### config.mk
export PLATFORM = sky130hd
export DESIGN_NAME = zlk_zone_lock
export DESIGN_NICKNAME = d
export VERILOG_FILES = /design/src/common/zlk_pkg.sv /design/src/common/zlk_key_if.sv /design/src/verilog/zlk_key_store.sv /design/src/verilog/zlk_zone_lock.sv
export VERILOG_INCLUDE_DIRS = /design/src /design/src/common
export SDC_FILE = /design/constraint.sdc
export NUM_CORES = 1
export LEC_CHECK = 0
export BUFFER_PORTS_ARGS = -buffer_cell sky130_fd_sc_hd__buf_2
export CAP_MARGIN = 15
export CORE_AREA = 2 2 241 243
export DETAILED_ROUTE_END_ITERATION = 8
export DIE_AREA = 0 0 243 245
export GPL_TIMING_DRIVEN = 0
export PLACE_DENSITY = 0.67
export SETUP_SLACK_MARGIN = 0.15
export SYNTH_ARGS = -nofsm -noshare
export SYNTH_HDL_FRONTEND = slang
export SYNTH_SLANG_ARGS = --single-unit
### constraint.sdc
create_clock -name CLOCK -period 6.5 [get_ports CLOCK]
set_clock_uncertainty 0.1 [all_clocks]
set_input_delay 1.3 -clock CLOCK [delete_from_list [all_inputs] [get_ports CLOCK]]
set_output_delay 1.3 -clock CLOCK [all_outputs]
set_load 0.005 [all_outputs]
### src/common/zlk_map.svh
`ifndef ZLK_MAP_SVH
`define ZLK_MAP_SVH
// register byte addresses
`define ZLK_ADDR_LOCKS 8'h00
`define ZLK_ADDR_CMD 8'h04
`define ZLK_ADDR_STATUS 8'h08
`define ZLK_ADDR_KEYSTAT 8'h0C
`define ZLK_ADDR_ACCESS 8'h10
`define ZLK_ADDR_EVENT 8'h14
// lock byte positions in the configuration zone
`define ZLK_DATA_OTP_LOCK_IDX 8'h56
`define ZLK_CONFIG_LOCK_IDX 8'h57
`define ZLK_UNLOCKED 8'h55
`define ZLK_LOCKED 8'h00
// fixed configuration bytes 0..12
`define ZLK_FIXED_LAST 8'h0C
// otp mode byte: reset value and the code that allows otp writes
`define ZLK_OTP_MODE_RESET 8'hAA
`define ZLK_OTP_CONSUME 8'h55
// error codes
`define ZLK_ERR_NONE 4'h0
`define ZLK_ERR_REFUSED 4'h1
`define ZLK_ERR_EXEC 4'h2
`define ZLK_RESP_OKAY 2'b00
`define ZLK_RESP_SLVERR 2'b10
`endif

### src/common/zlk_pkg.sv
package zlk_pkg;
    typedef enum logic [3:0] {
        ZLK_OP_NONE = 4'h0,
        ZLK_OP_NONCE = 4'h1,
        ZLK_OP_DIGEST = 4'h2,
        ZLK_OP_MACVERIFY = 4'h3,
        ZLK_OP_LOCK_CFG = 4'h4,
        ZLK_OP_LOCK_DATA = 4'h5,
        ZLK_OP_READ = 4'h6,
        ZLK_OP_WRITE = 4'h7,
        ZLK_OP_OTHER = 4'h8
    } zlk_op_e;
    typedef enum logic [1:0] {
        ZLK_ZONE_CONFIG = 2'h0,
        ZLK_ZONE_DATA = 2'h1,
        ZLK_ZONE_OTP = 2'h2
    } zlk_zone_e;
    typedef enum logic [1:0] {
        ZLK_ST_IDLE = 2'b00,
        ZLK_ST_EXEC = 2'b01,
        ZLK_ST_DONE = 2'b11
    } zlk_state_e;
endpackage : zlk_pkg

### src/common/zlk_key_if.sv
`timescale 1ns/10ps
interface zlk_key_if;
    logic load;
    logic clear;
    logic [255:0] wdata;
    logic [3:0] slot;
    logic origin;
    logic derived;
    logic verify_only;
    logic valid;
    logic [255:0] key;
    logic [3:0] key_slot;
    logic key_origin;
    logic key_derived;
    logic key_verify_only;
    modport ctrl(output load, clear, wdata, slot, origin, derived,
        verify_only, input valid, key, key_slot, key_origin, key_derived,
        key_verify_only);
    modport store(input load, clear, wdata, slot, origin, derived,
        verify_only, output valid, key, key_slot, key_origin, key_derived,
        key_verify_only);
endinterface : zlk_key_if

### src/verilog/zlk_key_store.sv
`timescale 1ns/10ps
// ephemeral key register with its flags, invalidated on clear unless a load comes in the same cycle
module zlk_key_store (
    input wire logic CLOCK,
    input wire logic NRST,
    zlk_key_if.store kif
);
    logic [255:0] key_r;
    logic [3:0] slot_r;
    logic origin_r;
    logic derived_r;
    logic vonly_r;
    logic valid_r;

    always_ff @(posedge CLOCK) begin
        if (!NRST) begin
            key_r <= '0;
            slot_r <= 4'h0;
            origin_r <= 1'b0;
            derived_r <= 1'b0;
            vonly_r <= 1'b0;
        end else if (kif.load) begin
            key_r <= kif.wdata;
            slot_r <= kif.slot;
            origin_r <= kif.origin;
            derived_r <= kif.derived;
            vonly_r <= kif.verify_only;
        end
    end

    always_ff @(posedge CLOCK) begin
        if (!NRST) begin
            valid_r <= 1'b0;
        end else if (kif.load) begin
            valid_r <= 1'b1;
        end else if (kif.clear) begin
            valid_r <= 1'b0;
        end
    end

    assign kif.key = key_r;
    assign kif.key_slot = slot_r;
    assign kif.key_origin = origin_r;
    assign kif.key_derived = derived_r;
    assign kif.key_verify_only = vonly_r;
    assign kif.valid = valid_r;

    chk_load_sets_valid: assert property (
        @(posedge CLOCK) disable iff (!NRST)
        kif.load |=> valid_r)
        else $error("load did not set valid");
endmodule : zlk_key_store

### src/verilog/zlk_zone_lock.sv
// The implementer's own choice: the AXI4-Lite interface to the registers.
`timescale 1ns/10ps
`include "zlk_map.svh"
module zlk_zone_lock
    import zlk_pkg::*;
#(
    parameter int SLOTS = 16
) (
    input wire logic CLOCK,
    input wire logic NRST,
    input wire logic [7:0] AWADDR,
    input wire logic AWVALID,
    output logic AWREADY,
    input wire logic [31:0] WDATA,
    input wire logic [3:0] WSTRB,
    input wire logic WVALID,
    output logic WREADY,
    output logic [1:0] BRESP,
    output logic BVALID,
    input wire logic BREADY,
    input wire logic [7:0] ARADDR,
    input wire logic ARVALID,
    output logic ARREADY,
    output logic [31:0] RDATA,
    output logic [1:0] RRESP,
    output logic RVALID,
    input wire logic RREADY,
    input wire logic SLEEP_EVT,
    input wire logic BROWNOUT_EVT,
    input wire logic WATCHDOG_EVT,
    input wire logic TAMPER_EVT,
    input wire logic [255:0] KEY_DATA,
    output logic CRYPT_KEY_VALID,
    output logic [255:0] CRYPT_KEY
);
    ////////////////////////////////////////////////////////////////////////
    // state
    logic [7:0] config_lock_byte_r;
    logic [7:0] data_otp_lock_byte_r;
    logic [7:0] otp_mode_r;
    logic [SLOTS-1:0] slot_rd_ok_r;
    logic [SLOTS-1:0] slot_wr_ok_r;
    logic [31:0] cmd_r;
    logic [3:0] err_r;
    logic allow_r;
    logic wipe_r;
    zlk_state_e state_r;
    logic [2:0] ev_s1_r;
    logic [2:0] ev_s2_r;
    logic slp_s1_r;
    logic slp_s2_r;
    logic aw_got_r;
    logic w_got_r;
    logic [7:0] awaddr_r;
    logic [31:0] wdata_r;
    logic cmd_go;
    zlk_key_if kif();

    zlk_key_store u_key (
        .CLOCK(CLOCK),
        .NRST(NRST),
        .kif(kif)
    );

    ////////////////////////////////////////////////////////////////////////
    // event pins pass two flip-flops
    always_ff @(posedge CLOCK) begin
        if (!NRST) begin
            ev_s1_r <= 3'h0;
            ev_s2_r <= 3'h0;
            slp_s1_r <= 1'b0;
            slp_s2_r <= 1'b0;
        end else begin
            ev_s1_r <= {BROWNOUT_EVT, WATCHDOG_EVT, TAMPER_EVT};
            ev_s2_r <= ev_s1_r;
            slp_s1_r <= SLEEP_EVT;
            slp_s2_r <= slp_s1_r;
        end
    end

    ////////////////////////////////////////////////////////////////////////
    // command word: [3:0] op, [5:4] zone, [9:6] slot, [10] origin,
    // [11] verify restricted slot bit, [12] crc error, [13] exec error,
    // [14] copy success, [15] fixed config byte addressed
    zlk_op_e op;
    zlk_zone_e zone;
    logic [3:0] slot;
    logic is_write;
    logic cfg_unl;
    logic dat_unl;
    logic ok;
    assign op = zlk_op_e'(cmd_r[3:0]);
    assign zone = zlk_zone_e'(cmd_r[5:4]);
    assign slot = cmd_r[9:6];
    assign is_write = (op == ZLK_OP_WRITE);
    assign cfg_unl = (config_lock_byte_r == `ZLK_UNLOCKED);
    assign dat_unl = (data_otp_lock_byte_r == `ZLK_UNLOCKED);

    // access decision evaluated before anything changes
    always_comb begin
        ok = 1'b1;
        if (op == ZLK_OP_READ || op == ZLK_OP_WRITE) begin
            if (zone == ZLK_ZONE_CONFIG) begin
                ok = !is_write || (cfg_unl && !cmd_r[15]);
            end else if (cfg_unl) begin
                ok = 1'b0;
            end else if (dat_unl) begin
                ok = is_write;
            end else if (zone == ZLK_ZONE_DATA) begin
                // per-slot permissions once data is locked
                ok = is_write ? slot_wr_ok_r[slot] : slot_rd_ok_r[slot];
            end else begin
                // otp mode: 0xAA read only, 0x55 consumption
                ok = is_write ? (otp_mode_r == `ZLK_OTP_CONSUME) : 1'b1;
            end
            if (cmd_r[11] == 1'b0 && !kif.valid && cmd_r[13]) begin
                ok = 1'b0; // protected transfer needs a valid key
            end
        end else if (op == ZLK_OP_LOCK_CFG) begin
            ok = cfg_unl;
        end else if (op == ZLK_OP_LOCK_DATA) begin
            ok = !cfg_unl && dat_unl;
        end else if (op == ZLK_OP_NONCE || op == ZLK_OP_DIGEST) begin
            ok = !cmd_r[13];
        end
    end

    ////////////////////////////////////////////////////////////////////////
    // command sequencer
    always_ff @(posedge CLOCK) begin
        if (!NRST) begin
            state_r <= ZLK_ST_IDLE;
        end else begin
            case (state_r)
                ZLK_ST_IDLE: begin
                    if (cmd_go) begin
                        state_r <= ZLK_ST_EXEC;
                    end
                end
                ZLK_ST_EXEC: begin
                    state_r <= ZLK_ST_DONE;
                end
                ZLK_ST_DONE: begin
                    state_r <= ZLK_ST_IDLE;
                end
                default: begin
                    state_r <= ZLK_ST_IDLE;
                end
            endcase
        end
    end

    always_ff @(posedge CLOCK) begin
        if (!NRST) begin
            err_r <= `ZLK_ERR_NONE;
            allow_r <= 1'b0;
        end else if (state_r == ZLK_ST_EXEC && !cmd_r[12]) begin
            allow_r <= ok;
            err_r <= ok ? `ZLK_ERR_NONE : `ZLK_ERR_REFUSED;
        end
    end

    // lock bytes change only here, only toward locked
    always_ff @(posedge CLOCK) begin
        if (!NRST) begin
            config_lock_byte_r <= `ZLK_UNLOCKED;
            data_otp_lock_byte_r <= `ZLK_UNLOCKED;
        end else if (state_r == ZLK_ST_EXEC && !cmd_r[12] && ok) begin
            if (op == ZLK_OP_LOCK_CFG) begin
                config_lock_byte_r <= `ZLK_LOCKED;
            end else if (op == ZLK_OP_LOCK_DATA) begin
                data_otp_lock_byte_r <= `ZLK_LOCKED;
            end
        end
    end

    // slot permissions and otp mode: config zone contents
    always_ff @(posedge CLOCK) begin
        if (!NRST) begin
            slot_rd_ok_r <= '0;
            slot_wr_ok_r <= '0;
            otp_mode_r <= `ZLK_OTP_MODE_RESET;
        end else if (aw_got_r && w_got_r && awaddr_r == `ZLK_ADDR_ACCESS
                     && cfg_unl) begin
            slot_rd_ok_r <= wdata_r[15:0];
            slot_wr_ok_r <= wdata_r[31:16];
        end else if (aw_got_r && w_got_r && awaddr_r == `ZLK_ADDR_EVENT
                     && cfg_unl) begin
            otp_mode_r <= wdata_r[7:0];
        end
    end

    ////////////////////////////////////////////////////////////////////////
    // ephemeral key updates
    logic exec_now;
    assign exec_now = (state_r == ZLK_ST_EXEC) && !cmd_r[12];
    assign kif.wdata = KEY_DATA;
    assign kif.slot = slot;
    assign kif.origin = cmd_r[10];
    assign kif.derived = (op == ZLK_OP_DIGEST);
    assign kif.verify_only = (op == ZLK_OP_DIGEST) && cmd_r[11];
    // nonce and digest overwrite each other
    assign kif.load = exec_now && ok
        && (op == ZLK_OP_NONCE || op == ZLK_OP_DIGEST);

    always_comb begin
        kif.clear = 1'b0;
        if (slp_s2_r || (|ev_s2_r) || wipe_r) begin
            kif.clear = 1'b1;
        end else if (exec_now) begin
            if (op == ZLK_OP_NONCE || op == ZLK_OP_DIGEST) begin
                kif.clear = !ok;
            end else if (op == ZLK_OP_MACVERIFY) begin
                kif.clear = !cmd_r[14];
            end else begin
                kif.clear = 1'b1;
            end
        end
    end

    // wipe pulse after sleep also drops the command buffer
    always_ff @(posedge CLOCK) begin
        if (!NRST) begin
            wipe_r <= 1'b1;
        end else begin
            wipe_r <= slp_s2_r;
        end
    end

    // key is exposed only to the crypt datapath, never to the bus
    always_ff @(posedge CLOCK) begin
        if (!NRST) begin
            CRYPT_KEY <= '0;
            CRYPT_KEY_VALID <= 1'b0;
        end else begin
            CRYPT_KEY <= kif.key;
            CRYPT_KEY_VALID <= kif.valid;
        end
    end

    ////////////////////////////////////////////////////////////////////////
    // axi4-lite write
    always_ff @(posedge CLOCK) begin
        if (!NRST) begin
            aw_got_r <= 1'b0;
            w_got_r <= 1'b0;
            awaddr_r <= 8'h00;
            wdata_r <= 32'h0000_0000;
        end else if (aw_got_r && w_got_r) begin
            aw_got_r <= 1'b0;
            w_got_r <= 1'b0;
        end else begin
            if (AWVALID && AWREADY) begin
                aw_got_r <= 1'b1;
                awaddr_r <= AWADDR;
            end
            if (WVALID && WREADY) begin
                w_got_r <= 1'b1;
                wdata_r <= WDATA;
            end
        end
    end

    assign cmd_go = aw_got_r && w_got_r && awaddr_r == `ZLK_ADDR_CMD
        && state_r == ZLK_ST_IDLE;

    always_ff @(posedge CLOCK) begin
        if (!NRST) begin
            cmd_r <= 32'h0000_0000;
        end else if (wipe_r) begin
            cmd_r <= 32'h0000_0000;
        end else if (cmd_go) begin
            cmd_r <= wdata_r;
        end
    end

    always_ff @(posedge CLOCK) begin
        if (!NRST) begin
            AWREADY <= 1'b0;
            WREADY <= 1'b0;
            BVALID <= 1'b0;
            BRESP <= `ZLK_RESP_OKAY;
        end else begin
            AWREADY <= !aw_got_r && !(AWVALID && AWREADY) && !BVALID;
            WREADY <= !w_got_r && !(WVALID && WREADY) && !BVALID;
            if (aw_got_r && w_got_r) begin
                BVALID <= 1'b1;
                if (awaddr_r == `ZLK_ADDR_CMD || awaddr_r == `ZLK_ADDR_ACCESS
                    || awaddr_r == `ZLK_ADDR_EVENT) begin
                    BRESP <= `ZLK_RESP_OKAY;
                end else begin
                    BRESP <= `ZLK_RESP_SLVERR;
                end
            end else if (BVALID && BREADY) begin
                BVALID <= 1'b0;
            end
        end
    end

    ////////////////////////////////////////////////////////////////////////
    // axi4-lite read
    always_ff @(posedge CLOCK) begin
        if (!NRST) begin
            ARREADY <= 1'b0;
            RVALID <= 1'b0;
            RDATA <= 32'h0000_0000;
            RRESP <= `ZLK_RESP_OKAY;
        end else begin
            ARREADY <= !RVALID && !(ARVALID && ARREADY);
            if (ARVALID && ARREADY) begin
                RVALID <= 1'b1;
                RRESP <= `ZLK_RESP_OKAY;
                if (ARADDR == `ZLK_ADDR_LOCKS) begin
                    RDATA <= {16'h0000, config_lock_byte_r,
                        data_otp_lock_byte_r};
                end else if (ARADDR == `ZLK_ADDR_CMD) begin
                    RDATA <= cmd_r;
                end else if (ARADDR == `ZLK_ADDR_STATUS) begin
                    RDATA <= {25'h0, state_r, allow_r, err_r};
                end else if (ARADDR == `ZLK_ADDR_KEYSTAT) begin
                    RDATA <= {24'h0, kif.key_slot, kif.key_origin,
                        kif.key_derived, kif.key_verify_only, kif.valid};
                end else if (ARADDR == `ZLK_ADDR_ACCESS) begin
                    RDATA <= {slot_wr_ok_r, slot_rd_ok_r};
                end else if (ARADDR == `ZLK_ADDR_EVENT) begin
                    RDATA <= {24'h0, otp_mode_r};
                end else begin
                    RDATA <= 32'h0000_0000;
                    RRESP <= `ZLK_RESP_SLVERR;
                end
            end else if (RVALID && RREADY) begin
                RVALID <= 1'b0;
            end
        end
    end

    ////////////////////////////////////////////////////////////////////////
    // checks
    chk_lock_one_way: assert property (
        @(posedge CLOCK) disable iff (!NRST)
        config_lock_byte_r != `ZLK_UNLOCKED |=>
        config_lock_byte_r != `ZLK_UNLOCKED)
        else $error("config lock reopened");
    chk_data_lock_way: assert property (
        @(posedge CLOCK) disable iff (!NRST)
        data_otp_lock_byte_r != `ZLK_UNLOCKED |=>
        data_otp_lock_byte_r != `ZLK_UNLOCKED)
        else $error("data lock reopened");
    chk_cfg_write_refused: assert property (
        @(posedge CLOCK) disable iff (!NRST)
        (exec_now && op == ZLK_OP_WRITE && zone == ZLK_ZONE_CONFIG
        && !cfg_unl) |=> err_r == `ZLK_ERR_REFUSED)
        else $error("locked config write accepted");
    chk_data_before_cfg: assert property (
        @(posedge CLOCK) disable iff (!NRST)
        (exec_now && (op == ZLK_OP_READ || op == ZLK_OP_WRITE)
        && zone != ZLK_ZONE_CONFIG && cfg_unl) |=> !allow_r)
        else $error("data access before config lock");
    chk_unlocked_read: assert property (
        @(posedge CLOCK) disable iff (!NRST)
        (exec_now && op == ZLK_OP_READ && zone != ZLK_ZONE_CONFIG
        && dat_unl) |=> !allow_r)
        else $error("read of unlocked data zone");
    chk_other_clears: assert property (
        @(posedge CLOCK) disable iff (!NRST)
        (exec_now && op == ZLK_OP_OTHER) |=> ##1 !CRYPT_KEY_VALID)
        else $error("other command kept key valid");
    // synchronised tamper clears valid, seen on the output one edge later
    chk_event_clears: assert property (
        @(posedge CLOCK) disable iff (!NRST)
        ev_s2_r[0] |=> ##1 !CRYPT_KEY_VALID)
        else $error("tamper did not clear key");
    chk_crc_keeps_key: assert property (
        @(posedge CLOCK) disable iff (!NRST)
        (state_r == ZLK_ST_EXEC && cmd_r[12] && kif.valid && !wipe_r
        && !slp_s2_r && ev_s2_r == 3'h0) |=> kif.valid)
        else $error("crc error cleared key");
    chk_nonce_sets: assert property (
        @(posedge CLOCK) disable iff (!NRST)
        (exec_now && ok && op == ZLK_OP_NONCE && !slp_s2_r) |=>
        kif.valid && !kif.key_derived)
        else $error("nonce did not load key");
endmodule : zlk_zone_lock
### Yosys cells after proc, flatten, opt, wreduce, memory -nomap -nowiden

Cells that the tools add are included.

| word-level totals | value |
|---|---|
| logic and storage cells | 163 |
| flip-flop bits (word level) | 700 |
| input port bits | 319 |
| output and inout bits | 298 |

| operators by class | value |
|---|---|
| mux-type cells | 41 |
| reductions and logical operators | 61 |
| order comparisons | 1 |
| eq/ne operators | 21 |
| bitwise logic cells | 5 |

Operator list:

| kind | number |
|---|---|
| $mux 32 | 5 |
| $eq 8x5->1 const B | 4 |
| $logic_and 1x1->1 | 25 |
| $mux 1 | 24 |
| $eq 4x3->1 const B | 4 |
| $eq 8x3->1 const B | 2 |
| $eq 8x4->1 const B | 2 |
| $mux 2 | 8 |
| $logic_not 1->1 | 15 |
| $bmux 1 s4 | 2 |
| $eq 4x2->1 const B | 2 |
| $eq 4x4->1 const B | 2 |
| $eq 8x7->1 const B | 1 |
| $logic_not 8->1 | 1 |
| $mux 8 | 1 |
| $reduce_and 2->1 | 4 |
| $logic_or 1x1->1 | 7 |
| $reduce_bool 2->1 | 3 |
| $lt 4x5->1 const B | 1 |
| $not 1->1 | 5 |
| $eq 2x1->1 const B | 2 |
| $eq 4x1->1 const B | 1 |
| $logic_not 2->1 | 2 |
| $pmux 2 s2 | 1 |
| 4 further kinds | 5 |

### Logic depth before layout (Yosys ltp)

| depth | value |
|---|---|
| depth in word-level cells | 15 |
| mapped depth | 10 |
| gate-level depth less buffers | 7 |

### Cells and area by module

A second synthesis with hierarchy kept.

| second synthesis, totals | value |
|---|---|
| cell total of the unflattened synthesis | 2225 |
| area, all modules | 23948.0 µm² |

By module, submodules not included:

| module | sequential area each (µm²) | cells an instance | area each (µm²) | times used |
|---|---|---|---|---|
| zlk_zone_lock | 8508.2 | 1374 | 13768.2 | 1 |
| zlk_key_store | 5285.1 | 851 | 10179.8 | 1 |

### Least setup slack after synthesis

OpenSTA, ideal clock, no wires.

| timing | value |
|---|---|
| kind | input to register |
| start | in ARADDR[1] |
| end | reg RDATA[0] |
| buffers on the path | 0 |
| cell stages on the path | 7 |
| data arrival time | 3.239 ns |
| setup slack | 3.091 ns |
| data required time | 6.330 ns |
| library setup time | 0.070 ns |
| path through | or4_1 nor4b_1 a21oi_1 o21ai_1 o22ai_1 a211o_1 a21oi_1 |

| between the ends | value |
|---|---|
| word-level cells in the longest chain between the ends | 7 |
| elaborated cells between the ends (all ways) | 12 |
| those cells by class | eq/ne (5); mux (6); reduce/logical (1) |

Ends and longest elaborated chain:

| what | line | source |
|---|---|---|
| start: declaration | zlk_zone_lock.sv:21 | `input wire logic [7:0] ARADDR,` |
| $eq 8x5->1 (no line) | -- |  |
| $mux 8 | zlk_zone_lock.sv:325 | `` end else if (ARADDR == `ZLK_ADDR_EVENT) begin `` |
| $mux 32 | zlk_zone_lock.sv:323 | `` end else if (ARADDR == `ZLK_ADDR_ACCESS) begin `` |
| $mux 32 | zlk_zone_lock.sv:320 | `` end else if (ARADDR == `ZLK_ADDR_KEYSTAT) begin `` |
| $mux 32 | zlk_zone_lock.sv:318 | `` end else if (ARADDR == `ZLK_ADDR_STATUS) begin `` |
| $mux 32 | zlk_zone_lock.sv:316 | `` end else if (ARADDR == `ZLK_ADDR_CMD) begin `` |
| $mux 32 (*) | zlk_zone_lock.sv:313 | `` if (ARADDR == `ZLK_ADDR_LOCKS) begin `` |
| end signal: assignment | zlk_zone_lock.sv:314 | `RDATA <= {16'h0000, config_lock_byte_r,` |
| end signal: assignment | zlk_zone_lock.sv:317 | `RDATA <= cmd_r;` |
| end signal: assignment | zlk_zone_lock.sv:319 | `RDATA <= {25'h0, state_r, allow_r, err_r};` |
| end: declaration | zlk_zone_lock.sv:24 | `output logic [31:0] RDATA,` |

Every way passes the cells marked *; elsewhere a longest branch is shown, timed or not.
A chain may end at the register's enable or synchronous reset.

### Final worst setup path

| timing | value |
|---|---|
| start | reg cmd_r[1] |
| end | reg u_key.key_r[177], in the netlist u_key.kif.key[177] |

| between the ends | value |
|---|---|
| word-level cells in the longest chain between the ends | 10 |
| elaborated cells between the ends (all ways) | 23 |
| those cells by class | eq/ne (6); mux (11); reduce/logical (6) |

Ends and longest elaborated chain:

| what | line | source |
|---|---|---|
| start: declaration | zlk_zone_lock.sv:43 | `logic [31:0] cmd_r;` |
| start signal: assignment | zlk_zone_lock.sv:273 | `cmd_r <= wdata_r;` |
| $eq 4x3->1 | zlk_zone_lock.sv:95, zlk_zone_lock.sv:102 |  |
| $mux 1, on equally long branches | zlk_zone_lock.sv:114, zlk_zone_lock.sv:111 |  |
| $mux 1 | zlk_zone_lock.sv:109 | `end else if (zone == ZLK_ZONE_DATA) begin` |
| $mux 1 | zlk_zone_lock.sv:107 | `end else if (dat_unl) begin` |
| $mux 1 | zlk_zone_lock.sv:105 | `end else if (cfg_unl) begin` |
| $mux 1 | zlk_zone_lock.sv:103 | `if (zone == ZLK_ZONE_CONFIG) begin` |
| $mux 1 | zlk_zone_lock.sv:116 | `if (cmd_r[11] == 1'b0 && !kif.valid && cmd_r[13]) begin` |
| $mux 1 | zlk_zone_lock.sv:102 | `if (op == ZLK_OP_READ \|\| op == ZLK_OP_WRITE) begin` |
| $logic_and 1x1->1 | zlk_zone_lock.sv:203 | `assign kif.load = exec_now && ok` |
| $logic_and 1x1->1 (*) | zlk_zone_lock.sv:204 | `&& (op == ZLK_OP_NONCE \|\| op == ZLK_OP_DIGEST);` |
| end signal: assignment | zlk_key_store.sv:23 | `key_r <= kif.wdata;` |
| end: declaration | zlk_key_store.sv:8 | `logic [255:0] key_r;` |

Marks and branches as above.

==> run_results.csv <==
group,metric,value,unit
critical_path,timing.critical_path.slowest_cell_delay,850,ps
clocking,clk_latency,610,ps
synthesis,synth.top_cell.area_share,58.5,%
drt,detail_route.wl_per_cell,18.9,um
power,power,8800,uW
drt,avgViaCountPerCell,5.12,
power,power.static_leakage,0.0122,uW
die,floorplan.core_area,57000,um2
critical_path,r2r-start,"cmd_r[1]$_SDFFE_PP0P_",
synthesis,fraction_of_registers_with_async_set_reset,0,%
synthesis,post_synth_inst_count,2572,
flow_run,timing.max_cap.violations,0,
synthesis,yosys_most_used_dff,"dfxtp_1",
min_path,type_of_the_worst_min_delay_path,"register to register",
min_path,hold_end,"CRYPT_KEY[0]$_SDFF_PN0_",
outcome,result_of_the_run,"finished, final reports clean",
clocking,post_cts.repair.setup_buffers,0,
drt,drt-total-wl,77300,um
place,dp_hpwl,57200,um
timing,timing_max_transition_violations_final,0,
clocking,cts-htree-levels,3,
critical_path,crit_path_cell_trace,"clkbuf_1 -> xor2_1 -> and2_1 -> clkbuf_1 -> clkbuf_1 -> buf_1 -> nand3_1 -> a21oi_1",
timing,maxClockFrequency,265,MHz
synthesis,synth.distinct_cells,52,
global_route,grt-ovfl-total,0,
critical_path,path_delay_family,"buffers and inverters",
synthesis,netlist.top_cell.by_area,"dfxtp_1",
die,fp.dieArea,59500,um2
clocking,clockBufferDepth,3,
global_route,number_of_antenna_violations_at_the_first_check_in_global_routing,22,
critical_path,worst-endpoint-required,6920,ps
critical_path,crit_fanout,10,
clocking,cts_inserted_buffers,73,
die,io-pin-count,617,
critical_path,reg2reg_to,"u_key.kif.key[177]$_SDFFE_PN0P_",
critical_path,critPathArrivalTime,4190,ps
synthesis,synth_edf_count,0,
layout,multi_input_comb_area,8750,um2
global_route,grt_first_pass_wirelength,114000,um
synthesis,yosys-top-cells-count,"dfxtp_1, a21oi_1, and2_1, nand3_1, o21ai_0",
clocking,ctsResizeCount,0,
timing,fin_hold_ws,332,ps
layout,nNetsFinal,3574,
die,die_width,243,um
timing,post-route-min-period,3770,ps
layout,syn2layout_area_growth,27.6,%
clocking,clock_tree.root_cell,"clkbuf_16",
place,gpl.final_weighted_congestion,0.940,
timing,timing_worst_slew_pin_value,1230,ps
critical_path,reg2reg_slack,2730,ps
global_route,grt.total_usage,24.8,%
critical_path,critPathKind,"register to register",
timing,setup_viol,0,
clocking,holdBufCountCts,0,
clocking,tritoncts,"built",
synthesis,syn_area,23600,um2
min_path,worst_hold_path.num_cells,1,
die,core.rowCount,88,
synthesis,synth.yosys.seq_area_share,58.5,%
layout,fillCellCount,5448,
timing,hold_viol,0,
drt,detailroute.via_count,21000,
layout,layout-drive-gt1-share,24.1,%
global_route,grt_start_max_net_pins,15,
drt,postRouteAntennaNets,0,
timing,final_critical_path_setup_slack,2730,ps
synthesis,yosys_warnings,0,
clocking,tritoncts_num_sinks,689,
place,place_ws,2370,ps
drt,drc,0,
critical_path,slowest_stage,"clkbuf_1",
power,power_density,292,nW/um2
die,initial_utilization,41.4,%
die,die-height,245,um
synthesis,yosys_register_bits,689,
critical_path,crit_top_cell,"clkbuf_1",
synthesis,cell_with_the_most_instances_after_synthesis,"dfxtp_1",
critical_path,startpoint_type,"register",
drt,dr.pass1.iters,7,
place,buffers_added_on_ports,607,
timing,slew_headroom,17.5,%
timing,totalNegativeSetupSlack,0,ps
timing,final.period_utilization,58.0,%
timing,grt_setup_unrepaired,"no",
clocking,clk_pin_slew_worst_paths,60,ps
drt,drtIter0Drc,1290,
min_path,holdCritStartpoint,"u_key.kif.key[0]$_SDFFE_PN0P_",
global_route,first_global_vias,19600,
critical_path,crit_path_capture_type,"register",
layout,seqCellArea,13800,um2
critical_path,depth_of_the_worst_register_to_register_path,8,
power,power.ir.vdd_worst,0.203,mV
synthesis,postSynthAreaPerCell,9.17,um2
synthesis,synth_area_leaders,"dfxtp_1, a21oi_1, and2_1, nand3_1, o21ai_0",
critical_path,critical_path.n_buffers_inverters,4,
state kept, by name, indices dropped and copies added (netlist names), 3 cells and up:
register            flops
ev_s2_r                 3
u_key.kif.key_slot      4
RDATA                  32
wdata_r                32
CRYPT_KEY             256
u_key.kif.key         256
awaddr_r                8
cmd_r                  32
slot_rd_ok_r           16
otp_mode_r              8
slot_wr_ok_r           16
ev_s1_r                 3
layer usage:
metal  part of all wire, %  global-route usage, %  up-vias
met4                   3.2                   9.96       10
met3                   7.0                   6.01      161
li1                      -                      -    10200
met1                    42                   31.4     9825
met5                 0.076                      0        -
met2                    48                   40.9      780
power breakdown:
part	switching, uW	internal (uW)
sequential	17.1	4250
combinational	168	107
clock	1710	2550
total	1900	6900
cell type report:
type / instances / area share, %
well taps: 765 / 3.18
repair buffers: 607 / 10.1
multi-input cells: 1644 / 29.1
plain buffers: 234 / 3.44
flip-flops and latches: 689 / 45.8
clock inverters: 27 / 1.24
diodes: 14 / 0.116
inverters: 6 / 0.0748
clock buffers: 105 / 7.01
through the flow:
stage          util (%)  cell area, um2  instances
2_1_floorplan         -           23600       2573
3_3_place_gp       48.4           27600       3945
3_5_place_dp       48.4           27600       3945
4_1_cts            52.7           30100       4077
5_1_grt            52.8           30100       4088
6_report           52.8           30100       4091
worst register-to-register path: stages (launching register included):
cell      delay, ps
dfxtp_1         380
clkbuf_1        450
xor2_1          210
and2_1          140
clkbuf_1        740
clkbuf_1        850
buf_1           430
nand3_1         240
a21oi_1         170
cells by family (layout without fill, tap and decap cells):
| family | Yosys count | after routing | synth area share, % |
|---|---|---|---|
| simple gates | 870 | 870 | 18.7 |
| compound gates | 733 | 733 | 16.3 |
| flops | 689 | 689 | 58.5 |
| buf+inv | 240 | 979 | 4.48 |
| mux | 38 | 38 | 1.96 |
| other cells | 1 | 16 | 0.0159 |
| xor+xnor | 1 | 1 | 0.0371 |
cells in the final DEF (no fill, tap or decap), drive strengths merged, types with 5 or more instances in the layout:
master	instances
dfxtp	689
buf	687
a21oi	377
o21ai	299
and2	270
nand3	266
clkbuf	259
nand2	249
nor2	36
mux2i	27
a22oi	22
clkinv	15
diode	14
nand2b	11
nor3	8
bufinv	7
inv	7
mux4	6
nor2b	6
nor4	5
mux2	5
nor3b	5
worst max-delay path by stage:
| stage | startpoint | to | slack [ps] | cells after the start |
|---|---|---|---|---|
| floorplan | ARADDR[1] | RDATA[0]$_SDFFE_PN0P_ | 3090 | 7 |
| global placement | ARADDR[1] | RDATA[30]$_SDFFE_PN0P_ | 2390 | 8 |
| detailed placement | ARADDR[1] | RDATA[30]$_SDFFE_PN0P_ | 2370 | 8 |
| CTS | cmd_r[1]$_SDFFE_PP0P_ | u_key.kif.key[179]$_SDFFE_PN0P_ | 2620 | 8 |
| finish | cmd_r[1]$_SDFFE_PP0P_ | u_key.kif.key[177]$_SDFFE_PN0P_ | 2730 | 8 |
| global route | cmd_r[1]$_SDFFE_PP0P_ | u_key.kif.key[174]$_SDFFE_PN0P_ | 2520 | 8 |
No activity file was read; power rests on OpenSTA's default activity.
